## src/ditd_pkg.sv

```systemverilog
package ditd_pkg;

   // Terminal function codes, all handled here except DITD_FN_MOTOR_SEL2 (42)
   localparam logic [7:0] DITD_FN_SEG_B0      = 8'h0c;
   localparam logic [7:0] DITD_FN_SEG_B1      = 8'h0d;
   localparam logic [7:0] DITD_FN_SEG_B2      = 8'h0e;
   localparam logic [7:0] DITD_FN_SEG_B3      = 8'h0f;
   localparam logic [7:0] DITD_FN_RAMP_B0     = 8'h10;
   localparam logic [7:0] DITD_FN_RAMP_B1     = 8'h11;
   localparam logic [7:0] DITD_FN_MOTOR_SEL1  = 8'h29;
   localparam logic [7:0] DITD_FN_MOTOR_SEL2  = 8'h2a;
   localparam logic [7:0] DITD_FN_PID_SW      = 8'h2b;
   localparam logic [7:0] DITD_FN_USER_F1     = 8'h2c;
   localparam logic [7:0] DITD_FN_USER_F2     = 8'h2d;
   localparam logic [7:0] DITD_FN_MODE_SWAP   = 8'h2e;
   localparam logic [7:0] DITD_FN_ESTOP       = 8'h2f;
   localparam logic [7:0] DITD_FN_DECEL_STOP  = 8'h30;
   localparam logic [7:0] DITD_FN_DECEL_DCB   = 8'h31;
   localparam logic [7:0] DITD_FN_RUNTIME_CLR = 8'h32;
   localparam logic [7:0] DITD_FN_WIRE_SWAP   = 8'h33;
   localparam logic [7:0] DITD_FN_REV_INHIBIT = 8'h34;

   // Configuration encodings
   localparam logic [1:0] DITD_PID_SRC_TERM   = 2'h1;
   localparam logic [1:0] DITD_RAMP_SET_FOUR  = 2'h3;
   localparam logic [1:0] DITD_WIRE_FAMILY    = 2'h2;
   localparam int         DITD_SEG_COUNT      = 16;
   localparam int         DITD_SEG_W          = 16;
   localparam logic [15:0] DITD_SEG_FULL      = 16'h03e8;
   localparam logic [7:0] DITD_FAULT_NONE     = 8'h00;
   localparam logic [7:0] DITD_FAULT_USER1    = 8'h01;
   localparam logic [7:0] DITD_FAULT_USER2    = 8'h02;

   // Reset values
   localparam logic [1:0] DITD_RST_TWO_BIT    = 2'h0;
   localparam logic [3:0] DITD_RST_SEG_IDX    = 4'h0;

   // Stop phase states, one-hot
   typedef enum logic [2:0]
   {
      DITD_DCB_IDLE  = 3'b001,
      DITD_DCB_DECEL = 3'b010,
      DITD_DCB_BRAKE = 3'b100
   } ditd_dcb_e;

   // Requests toward the drive core
   typedef struct packed
   {
      logic       motor_set_two;
      logic       pid_gain_secondary;
      logic       user_fault_one;
      logic       user_fault_two;
      logic       torque_mode;
      logic       emergency_stop;
      logic       current_at_limit;
      logic       decel_stop;
      logic [1:0] ramp_set;
      logic       dcb_decel;
      logic       dcb_brake;
      logic       runtime_clear;
      logic [1:0] terminal_command_mode;
      logic       reverse_inhibit;
   } ditd_req_s;

endpackage : ditd_pkg

```

## src/ditd_decoder.sv

```systemverilog
// How it works
// - Function 41 input selects motor parameter set
// - Both inactive motor one; first only motor two
// - Terminal PID source: function 43 picks gain set
// - Functions 44/45 raise distinct user faults
// - Function 46 swaps speed/torque mode immediately
// - Function 47 fastest stop, current at limit
// - Function 48 decelerated stop using ramp four
// - Function 49 decelerates then enters DC brake
// - Function 50 clears current run timer
// - Function 51 swaps two-wire and three-wire families
// - Function 52 inhibits reverse like config parameter
// - Four segment bits index sixteen stored settings
// - Full-scale segment maps to max output frequency
// - Segment value also feeds PID or V/F
// - Two ramp bits select ramp sets one-four

// Terminal decoder overview
// Each pin carries an eight-bit function code
// Pins are active high
// Pins pass two flops before any decode
// Config inputs come from the same clock, used directly
// Every request leaves a flop, so outputs never glitch
// A pin change reaches the outputs on the third edge
// A config change reaches the outputs on the next edge
// Several pins with one code are ORed together
// Codes outside the handled set match nothing
// Reserved code 42 has no decode term at all
// Fixed latency, so the core may count on it
// Requests are plain levels, no pulses to miss
// No request is stored past one cycle,
// except the phase of the DC brake sequence
module ditd_decoder
   import ditd_pkg::*;
#(
   parameter int N_TERM = 7,
   parameter int FREQ_W = 16
)
(
   // Clock and reset
   input  wire logic                          ref_clk,
   input  wire logic                          sys_rst,
   // Terminal pins and their function codes
   input  wire logic [N_TERM-1:0]             term_pin,
   input  wire logic [N_TERM-1:0][7:0]        term_func,
   // Configuration
   input  wire logic [1:0]                    pid_gain_switch_source,
   input  wire logic                          speed_torque_mode_cfg,
   input  wire logic [1:0]                    terminal_command_mode,
   input  wire logic                          reverse_prohibit_cfg,
   input  wire logic [FREQ_W-1:0]             max_output_frequency,
   input  wire logic [DITD_SEG_COUNT-1:0][DITD_SEG_W-1:0] segment_setting_table,
   input  wire logic                          dcb_start_reached,
   // Requests and status
   output ditd_req_s                          req,
   output logic [7:0]                         user_fault_code,
   output logic [3:0]                         segment_index,
   output logic [DITD_SEG_W-1:0]              segment_value,
   output logic [FREQ_W-1:0]                  segment_freq
);

   // Elaboration checks
   // Pin count bounded to keep the decode loop short
   // Frequency width bounded by the scale product width
   if (N_TERM < 1 || N_TERM > 32)
   begin : g_chk_term
      $error("N_TERM out of range");
   end
   if (FREQ_W < 1 || FREQ_W > 32)
   begin : g_chk_freq
      $error("FREQ_W out of range");
   end

   // Two-flop synchronisers for the pins
   // Pins are asynchronous contacts or PLC outputs
   // Only the second stage feeds decode; the first may be metastable
   // Reset flushes both stages, so no false request follows reset
   // Two cycles of latency, small next to contact filtering
   // Synchronous reset, like every flop here
   logic [N_TERM-1:0] sync1_r;      // First stage, read only by second
   logic [N_TERM-1:0] pin_r;        // Stable terminal state

   always_ff @(posedge ref_clk)
   begin
      if (sys_rst)
      begin
         sync1_r <= '0;
         pin_r   <= '0;
      end
      else
      begin
         sync1_r <= term_pin;
         pin_r   <= sync1_r;
      end
   end

   // Any input with this code active; reserved codes match nothing
   // One loop serves every request code
   // A pin with a code not handled here simply drops out
   // Loop bound is the pin count, not a code range
   function automatic logic func_active(input logic [N_TERM-1:0] st,
                                        input logic [N_TERM-1:0][7:0] fn,
                                        input logic [7:0] code);
      logic hit;
      hit = 1'b0;
      for (int i = 0; i < N_TERM; i++)
      begin
         if (fn[i] == code && st[i])
         begin
            hit = 1'b1;
         end
      end
      return hit;
   endfunction : func_active

   // Per-code decode of the synchronised terminals
   // One strobe per handled code
   // Built from the synchronised state only
   // Function codes are trusted to be steady config
   // A code change takes effect on the next edge
   // Decoding stays combinational; the output flops absorb it
   wire act_seg0  = func_active(pin_r, term_func, DITD_FN_SEG_B0);
   wire act_seg1  = func_active(pin_r, term_func, DITD_FN_SEG_B1);
   wire act_seg2  = func_active(pin_r, term_func, DITD_FN_SEG_B2);
   wire act_seg3  = func_active(pin_r, term_func, DITD_FN_SEG_B3);
   wire act_ramp0 = func_active(pin_r, term_func, DITD_FN_RAMP_B0);
   wire act_ramp1 = func_active(pin_r, term_func, DITD_FN_RAMP_B1);
   wire act_mot1  = func_active(pin_r, term_func, DITD_FN_MOTOR_SEL1);
   wire act_pid   = func_active(pin_r, term_func, DITD_FN_PID_SW);
   wire act_uf1   = func_active(pin_r, term_func, DITD_FN_USER_F1);
   wire act_uf2   = func_active(pin_r, term_func, DITD_FN_USER_F2);
   wire act_swap  = func_active(pin_r, term_func, DITD_FN_MODE_SWAP);
   wire act_estop = func_active(pin_r, term_func, DITD_FN_ESTOP);
   wire act_dstop = func_active(pin_r, term_func, DITD_FN_DECEL_STOP);
   wire act_dcb   = func_active(pin_r, term_func, DITD_FN_DECEL_DCB);
   wire act_rclr  = func_active(pin_r, term_func, DITD_FN_RUNTIME_CLR);
   wire act_wire  = func_active(pin_r, term_func, DITD_FN_WIRE_SWAP);
   wire act_rev   = func_active(pin_r, term_func, DITD_FN_REV_INHIBIT);

   // Segment index, bit 3 most significant
   // Index picks one of sixteen stored settings
   // Missing segment pins read as zero, so index 0 is the default
   // Bits from different pins may land on different edges;
   // the outside holds them steady so no skewed pick survives
   wire [3:0] seg_idx_w = {act_seg3, act_seg2, act_seg1, act_seg0};
   wire [DITD_SEG_W-1:0] seg_val_w = segment_setting_table[seg_idx_w];

   // Proportional scale: full scale lands on max frequency
   // Stored settings count in tenths of a percent
   // Product is wide enough for full scale times max frequency
   // Division by a constant, folded into logic by synthesis
   // Settings above full scale saturate at max frequency
   // Truncation rounds down, so the result never tops max
   // This divider is the longest path of the block; a slower
   // clock or a pipelined scale would be the fix if timing fails
   wire [DITD_SEG_W+FREQ_W-1:0] seg_prod_w = seg_val_w * max_output_frequency;
   wire [DITD_SEG_W+FREQ_W-1:0] seg_quot_w = seg_prod_w / DITD_SEG_FULL;
   wire [FREQ_W-1:0] seg_freq_w = (seg_val_w >= DITD_SEG_FULL) ? max_output_frequency
                                  : seg_quot_w[FREQ_W-1:0];

   // Ramp index from terminals; forced to set four by function 48
   // Terminal ramp bits pick sets one to four
   // The stop override applies under every command source
   wire [1:0] ramp_term_w = {act_ramp1, act_ramp0};
   wire [1:0] ramp_w      = act_dstop ? DITD_RAMP_SET_FOUR : ramp_term_w;

   // PID gain set only under terminal source
   // Other source settings keep the primary set
   // Gain set follows the terminal level, no latching
   wire pid_sec_w = (pid_gain_switch_source == DITD_PID_SRC_TERM) && act_pid;

   // Mode swap applies in any run state
   // XOR with the configured mode gives the other mode
   // No run-state gating; the core applies it at once
   wire torque_w = speed_torque_mode_cfg ^ act_swap;

   // Wire family swap keeps the type, flips the family bit
   // Bit one selects the family, bit zero the type
   // Two-wire type one becomes three-wire type one and back,
   // type two likewise
   wire [1:0] cmd_mode_w = act_wire ? (terminal_command_mode ^ DITD_WIRE_FAMILY)
                                    : terminal_command_mode;

   // User fault code; fault one reported first when both stand
   // Both faults stay visible in the request struct
   // The code output shows one at a time
   // Zero means no user fault
   // A shared code field keeps the core's fault path simple
   wire [7:0] fault_w = act_uf1 ? DITD_FAULT_USER1
                      : act_uf2 ? DITD_FAULT_USER2 : DITD_FAULT_NONE;

   // Decelerated DC brake sequencer
   // Three phases: idle, decelerating, braking
   // Decelerate until the core reports the start frequency
   // Braking holds while the terminal stands
   // Dropping the terminal returns to idle from any phase
   // Start-frequency flag is same-clock, so no sync here
   // Request bits come from the next phase, so they line up
   // with the other requests on the same edge
   ditd_dcb_e dcb_r;     // Current phase
   ditd_dcb_e dcb_nxt;   // Next phase

   always_comb
   begin
      case (dcb_r)
         DITD_DCB_IDLE:
            // Start with deceleration
            if (act_dcb)
            begin
               dcb_nxt = DITD_DCB_DECEL;
            end
            else
            begin
               dcb_nxt = DITD_DCB_IDLE;
            end
         DITD_DCB_DECEL:
            // Brake once start frequency is reached
            if (!act_dcb)
            begin
               dcb_nxt = DITD_DCB_IDLE;
            end
            else
            begin
               dcb_nxt = dcb_start_reached ? DITD_DCB_BRAKE : DITD_DCB_DECEL;
            end
         DITD_DCB_BRAKE:
            // Hold braking while the terminal stands
            if (act_dcb)
            begin
               dcb_nxt = DITD_DCB_BRAKE;
            end
            else
            begin
               dcb_nxt = DITD_DCB_IDLE;
            end
         default:
            // Upset code, recover to idle
            dcb_nxt = DITD_DCB_IDLE;
      endcase
   end

   // Request assembly
   // Zero default keeps every field defined on every path
   // Emergency stop also pins current at its limit
   // Reverse inhibit is the config bit or the terminal
   // Phase requests taken from the next phase
   ditd_req_s req_nxt;

   always_comb
   begin
      req_nxt                       = '0;
      req_nxt.motor_set_two         = act_mot1;
      req_nxt.pid_gain_secondary    = pid_sec_w;
      req_nxt.user_fault_one        = act_uf1;
      req_nxt.user_fault_two        = act_uf2;
      req_nxt.torque_mode           = torque_w;
      req_nxt.emergency_stop        = act_estop;
      req_nxt.current_at_limit      = act_estop;
      req_nxt.decel_stop            = act_dstop;
      req_nxt.ramp_set              = ramp_w;
      req_nxt.dcb_decel             = (dcb_nxt == DITD_DCB_DECEL);
      req_nxt.dcb_brake             = (dcb_nxt == DITD_DCB_BRAKE);
      req_nxt.runtime_clear         = act_rclr;
      req_nxt.terminal_command_mode = cmd_mode_w;
      req_nxt.reverse_inhibit       = reverse_prohibit_cfg | act_rev;
   end

   // Output registers; inputs are treated as steady past filtering
   // Every output leaves a flop
   // Reset drives all requests inactive and the phase to idle
   // Outputs trail the decode by one edge
   // Config reaches outputs one edge after it changes
   always_ff @(posedge ref_clk)
   begin
      if (sys_rst)
      begin
         dcb_r           <= DITD_DCB_IDLE;
         req             <= '0;
         user_fault_code <= DITD_FAULT_NONE;
         segment_index   <= DITD_RST_SEG_IDX;
         segment_value   <= '0;
         segment_freq    <= '0;
      end
      else
      begin
         dcb_r           <= dcb_nxt;
         req             <= req_nxt;
         user_fault_code <= fault_w;
         segment_index   <= seg_idx_w;
         segment_value   <= seg_val_w;
         segment_freq    <= seg_freq_w;
      end
   end

   // Limits
   // No terminal filtering here; contacts or the core provide it
   // Run sequences of two-wire and three-wire modes live in the core
   // Only one motor-select terminal is decoded
   // The segment table is read live; a change shows on the next edge
   // Code 42 and codes other than 12..17 below 41 are ignored

endmodule : ditd_decoder

```

## config.mk

```make
export PLATFORM = sky130hd
export DESIGN_NAME = ditd_decoder
export DESIGN_NICKNAME = d
export VERILOG_FILES = /design/src/ditd_pkg.sv /design/src/ditd_decoder.sv
export SDC_FILE = /design/constraint.sdc
export NUM_CORES = 1
export LEC_CHECK = 0
export BUFFER_PORTS_ARGS = -buffer_cell sky130_fd_sc_hd__buf_4
export CORE_MARGIN = 3
export CORE_UTILIZATION = 45
export CTS_CLUSTER_SIZE = 40
export DETAILED_ROUTE_END_ITERATION = 16
export PLACE_DENSITY = 0.67
export RECOVER_POWER = 25
export SLEW_MARGIN = 20
export SYNTH_ARGS = -nofsm -noshare
export SYNTH_HDL_FRONTEND = slang
export SYNTH_SLANG_ARGS = --single-unit
```

## constraint.sdc

```tcl
create_clock -name ref_clk -period 37.1 [get_ports ref_clk]
set_clock_uncertainty 0.05 [all_clocks]
set_input_delay 0 -clock ref_clk [delete_from_list [all_inputs] [get_ports ref_clk]]
set_output_delay 0 -clock ref_clk [all_outputs]
set_load 0.01 [all_outputs]
```

; ---- Word-level counts from Yosys, hierarchy flattened
; Index checks and enable logic that the tools add are counted.
[totals]
ff_bits = 70
input_bits = 344
output_inout_bits = 60
wordCells = 405
[op_classes]
mul = 1
div = 1
n_lt_le_gt_ge = 2
n_eq_ne = 125
muxes = 131
bitwise_logic = 3
reduce_logical = 121
[ops]
columns = cell, count
row1 = equality test 8 x 6 -> 1 bit (second input constant), 77
row2 = equality test 8 x 4 -> 1 bit (second input constant), 28
row3 = logical AND 1 bit, 120
row4 = two-way mux 1 bit, 120
row5 = equality test 8 x 5 -> 1 bit (second input constant), 14
row6 = binary-select mux 16 bit (select 4 bit), 1
row7 = divider 32 x 10 -> 32 bit (second input constant), 1
row8 = multiplier 16 x 16 -> 32 bit, 1
row9 = two-way mux 16 bit, 2
row10 = >= comparator 16 x 10 -> 1 bit (second input constant), 1
row11 = two-way mux 3 bit, 3
row12 = one-hot mux 3 bit (3 select lines), 1
row13 = two-way mux 2 bit, 4
row14 = equality test 3 x 2 -> 1 bit (second input constant), 2
row15 = equality test 3 bit (second input constant), 2
row16 = less-than comparator 4 x 5 -> 1 bit (second input constant), 1
row17 = equality test 3 x 1 -> 1 bit (second input constant), 1
row18 = equality test 2 x 1 -> 1 bit (second input constant), 1
row19 = OR reduction 2 bit, 1
row20 = inverter 1 bit, 1
row21 = OR 1 bit, 1
row22 = bitwise XOR 1 bit, 1

; ---- Longest topological paths before layout
[logic_depth]
word_depth = 14
mapped_depth = 101
mapped_depth_nobuf = 84

; ---- Worst setup path after synthesis
; Ideal clock, no wire load.
[synth_path]
kind = register to register
start = register pin_r[0]
end = register segment_freq[0]
arrival_ps = 23076
t_required_ps = 36925
setup_slack_ps = 13850
stages_incl_launch_ff = 91
period_less_slack_ps = 23250
cell_sequence = dfxtp_1 nor3b_1 nand3b_1 or3b_2 o22ai_1 or3_1 clkbuf_1 clkbuf_1 buf_1 buf_1 buf_1 nand2_1 a31oi_1 a21oi_1 a21oi_1 clkbuf_1 nand2_1 fa_1 [... 55 more ...] xnor2_2 mux2_4 o21bai_2 a41o_4 mux2_1 a2111o_1 o211ai_2 buf_6 a221oi_1 a211o_1 a41oi_4 mux2i_1 xor2_1 a41oi_4 xor2_1 o221a_1 a32oi_1 o31ai_1
[synth_via]
elab_chain_len = 13
word_cells_on_any_way = 38
classes_between = mul (1) / div (1) / order compare (1) / mux (31) / reduce/logical (4)
[synth_rtl]
columns = item, line_no
row1 = from (decl), ditd_decoder.sv:81  ; logic [N_TERM-1:0] pin_r;
row2 = from (signal assigned), ditd_decoder.sv:93  ; pin_r <= sync1_r;
row3 = logical AND 1 bit, ditd_decoder.sv:108  ; if (fn[i] == code && st[i])
row4 = two-way mux 1 bit (7 in a row), ditd_decoder.sv:108
row5 = binary-select mux 16 bit (select 4 bit) *, ditd_decoder.sv:146  ; wire [DITD_SEG_W-1:0] seg_val_w = segment_setting_table[seg_idx_w];
row6 = two-way mux 16 bit (not written as such) *, ditd_decoder.sv:146
row7 = multiplier 16 x 16 -> 32 bit, ditd_decoder.sv:156  ; wire [DITD_SEG_W+FREQ_W-1:0] seg_prod_w = seg_val_w * max_output_frequency;
row8 = divider 32 x 10 -> 32 bit, ditd_decoder.sv:157  ; wire [DITD_SEG_W+FREQ_W-1:0] seg_quot_w = seg_prod_w / DITD_SEG_FULL;
row9 = two-way mux 16 bit *, ditd_decoder.sv:158  ; wire [FREQ_W-1:0] seg_freq_w = (seg_val_w >= DITD_SEG_FULL) ? max_output_frequency
row10 = to (signal assigned), ditd_decoder.sv:291  ; segment_freq <= seg_freq_w;
row11 = to (decl), ditd_decoder.sv:59  ; output logic [FREQ_W-1:0] segment_freq
; Every way passes the cells marked *; elsewhere a longest branch is shown, timed or not. The select of a mux whose other input is x is not followed.
; A chain may end at the register's enable or synchronous reset.

; ---- Worst setup path in the final report
; Ends and elaborated chain as after synthesis.

==> results.ini <==
[logic_synthesis]
synthArstFlopShare = 0
synth_cells = 2853
yosysTopAreaCellShare = 0.1845
syn_area_per_cell_um2 = 7.378
yosysMostFrequentCell = nand2_1
yosys_warnings = 0
synth_largest_area_cell = fa_1
ys_top_cells_by_area = fa_1 (18%), nand2_1 (9.0%), dfxtp_1 (6.6%)
ys_ff_latch = 69
yosys-top-cells-count = nand2_1 (505), nor2_1 (259), inv_1 (239), fa_1 (194), a21oi_1 (112)
synth_edf_count = 0
synth-main-ff-cell = dfxtp_1
ys_seq_area_frac = 0.06562
synth_area_um2 = 21050
ys_types = 136

[final_layout]
fillers = 4441
utilization = 0.5414
syn2layout_area_growth_pct = 17.74
nets = 3795
drive_gt1_frac = 0.1751

[global_routing]
grt_pass1_vias = 22150
grt_pass1_wl_um = 124500
globalRouteTotalUtil = 0.3104
antenna_found_initial = 3
overflow = 0
grt_start_max_net_pins = 102

[timing]
slew_violations = 65
setup_viol = 0
worst_slack_ps = 9657
fin_setup_tns_ps = 0
period_minus_slack_ps = 27440
worst_slew_pin_slew_ps = 3839
slew_headroom = -1.559
max_freq_ghz = 0.03644
rsz0062_at_grt = false
post-route-period-util = 0.7397
hold_viol = 0

[critical_path]
start_kind = flip-flop
endpoint_kind = flip-flop
crit_top_cell = fa_1
cp_max_fo = 101
slowest_delay_ps = 850
arrival_ps = 27640
path_class = flip-flop to flip-flop
cp.required_ps = 37300
slowest_stage = mux2i_1

[hold_path]
hold_path_class = primary input to flip-flop

[cts]
cts_max_level = 3
cts_tree = yes
clockRootBuffer = clkbuf_16
path_clk_slew_ps = 70
cts_sinks = 69
cts_buffer_depth = 2
insertion_delay_ps = 370
cts_made_buffers = 9

[outcome]
status = finished with violations
violations = capacitance limit, slew limit

[placed_design]
portBuffers = 397
gp_congestion = 0.9812
dp_slack_ps = 9794
hpwl_um = 63820

[job]
cap_violations = 1

[die]
core.rowCount = 78
die_h_um = 222.3
start_util = 0.4599
ios = 404
placeableCoreArea_um2 = 45770
die_w_um = 222.3
die-area_um2 = 49410

[detailed_routing]
drc = 0
first_iter_violations = 1960
drt_first_pass_iters = 8
via_count = 22890
ant_nets = 0
viasPerCell = 6.086
avgRoutedWirePerCell_um = 21.11
wl_um = 79410

==> layout by cell type (no fill, tap or decap), types with 14 or more instances in the layout <==
cell type and count:
nor3_1 64, or2_2 14, inv_1 238, a21oi_1 111, dlygate4sd3_1 21, o22ai_1 22, nand3_1 59, mux2_2 17
o31ai_1 16, nand4_1 17, nor4_1 18, o211ai_1 34, and3_1 86, nor2_1 259, o21ai_1 26, o2111ai_1 15
and2_1 70, a31oi_1 57, clkbuf_1 16, a311oi_1 40, a211oi_1 44, nand2b_1 26, o21a_1 24, dfxtp_1 69
a21o_1 33, o21ai_0 52, xor2_1 29, xnor2_1 58, nand2_1 505, ha_1 104, nor2b_1 38, mux2i_1 39
buf_4 398, fa_1 194
==> metrics by stage <==
step | cell area (µm²) | instances | hold slack, ps
floorplan | 21070 | 2858 | 26.74
global placement | 24290 | 3721 | 126.6
detailed placement | 24290 | 3721 | 124.2
CTS | 24830 | 3758 | 1.523
global route | 24780 | 3760 | 39.07
finish | 24780 | 3761 | 17.79
==> registers in the layout, summed over array words and instances, names as in the netlist <==
signal	cells
sync1_r	7
segment_freq	16
pin_r	7
req	15
user_fault_code	1
segment_value	16
segment_index	4
dcb_r	3
==> worst max-delay path: cells and delay by family, from the launching register on <==
family	cells	cell delay, ps
xor gates and xnor gates	4	1820
buffers and inverters	7	1400
muxes	6	2250
DFF	1	300
and+or+nand+nor	21	5430
AOI/OAI and AO/OA	36	12230
adders and majority gates	7	3650
==> final timing paths <==
kind / startpoint / to / slack (ps) / depth (start not counted)
setup / recovery: pin_r[0] / segment_freq[0] / 9660 / 81
hold / removal: term_func[33] / req[13] / 20 / 4
setup reg to reg: pin_r[0] / segment_freq[0] / 9660 / 81
hold reg to reg: sync1_r[6] / pin_r[6] / 390 / 1
==> cells by family after synthesis <==
logic type / count (synthesis) / share of synthesized area
compound gates: 679 / 0.2541
flops: 69 / 0.06562
mux: 63 / 0.03275
other cells: 1 / 0.0001782
fa+ha+maj: 300 / 0.2473
buf+inv: 392 / 0.07460
xor+xnor: 91 / 0.03983
simple gates: 1258 / 0.2856
==> layer usage <==
metal / global-route usage / vias to the layer above / part of all wire
met3: 0.05800 / 122 / 0.084
met1: 0.4053 / 11030 / 0.41
met5: 0 / - / 0
li1: - / 10660 / -
met4: 0.08524 / 0 / 0.028
met2: 0.5265 / 1074 / 0.48
==> area by class of cell <==
class / count / area (µm²) / share of cell area
antenna: 3 / 7.507 / 0.0003029
clock inverter: 7 / 102.6 / 0.004140
tap: 600 / 750.7 / 0.03029
multi-input combinational: 2397 / 18150 / 0.7325
clock buffer: 9 / 225.2 / 0.009088
timing repair buffer: 435 / 3258 / 0.1315
inverter: 241 / 904.6 / 0.03650
sequential: 69 / 1381 / 0.05574
==> what timing repair did <==
action,in CTS,in global routing
setup buffers,0,0
setup endpoints to repair,0,0
hold endpoints to repair,21,0
hold buffers,21,0
gates resized for setup,0,0
Power is not shown: default switching activity piles up to over one toggle a cycle in this logic, so the estimate is an artifact.
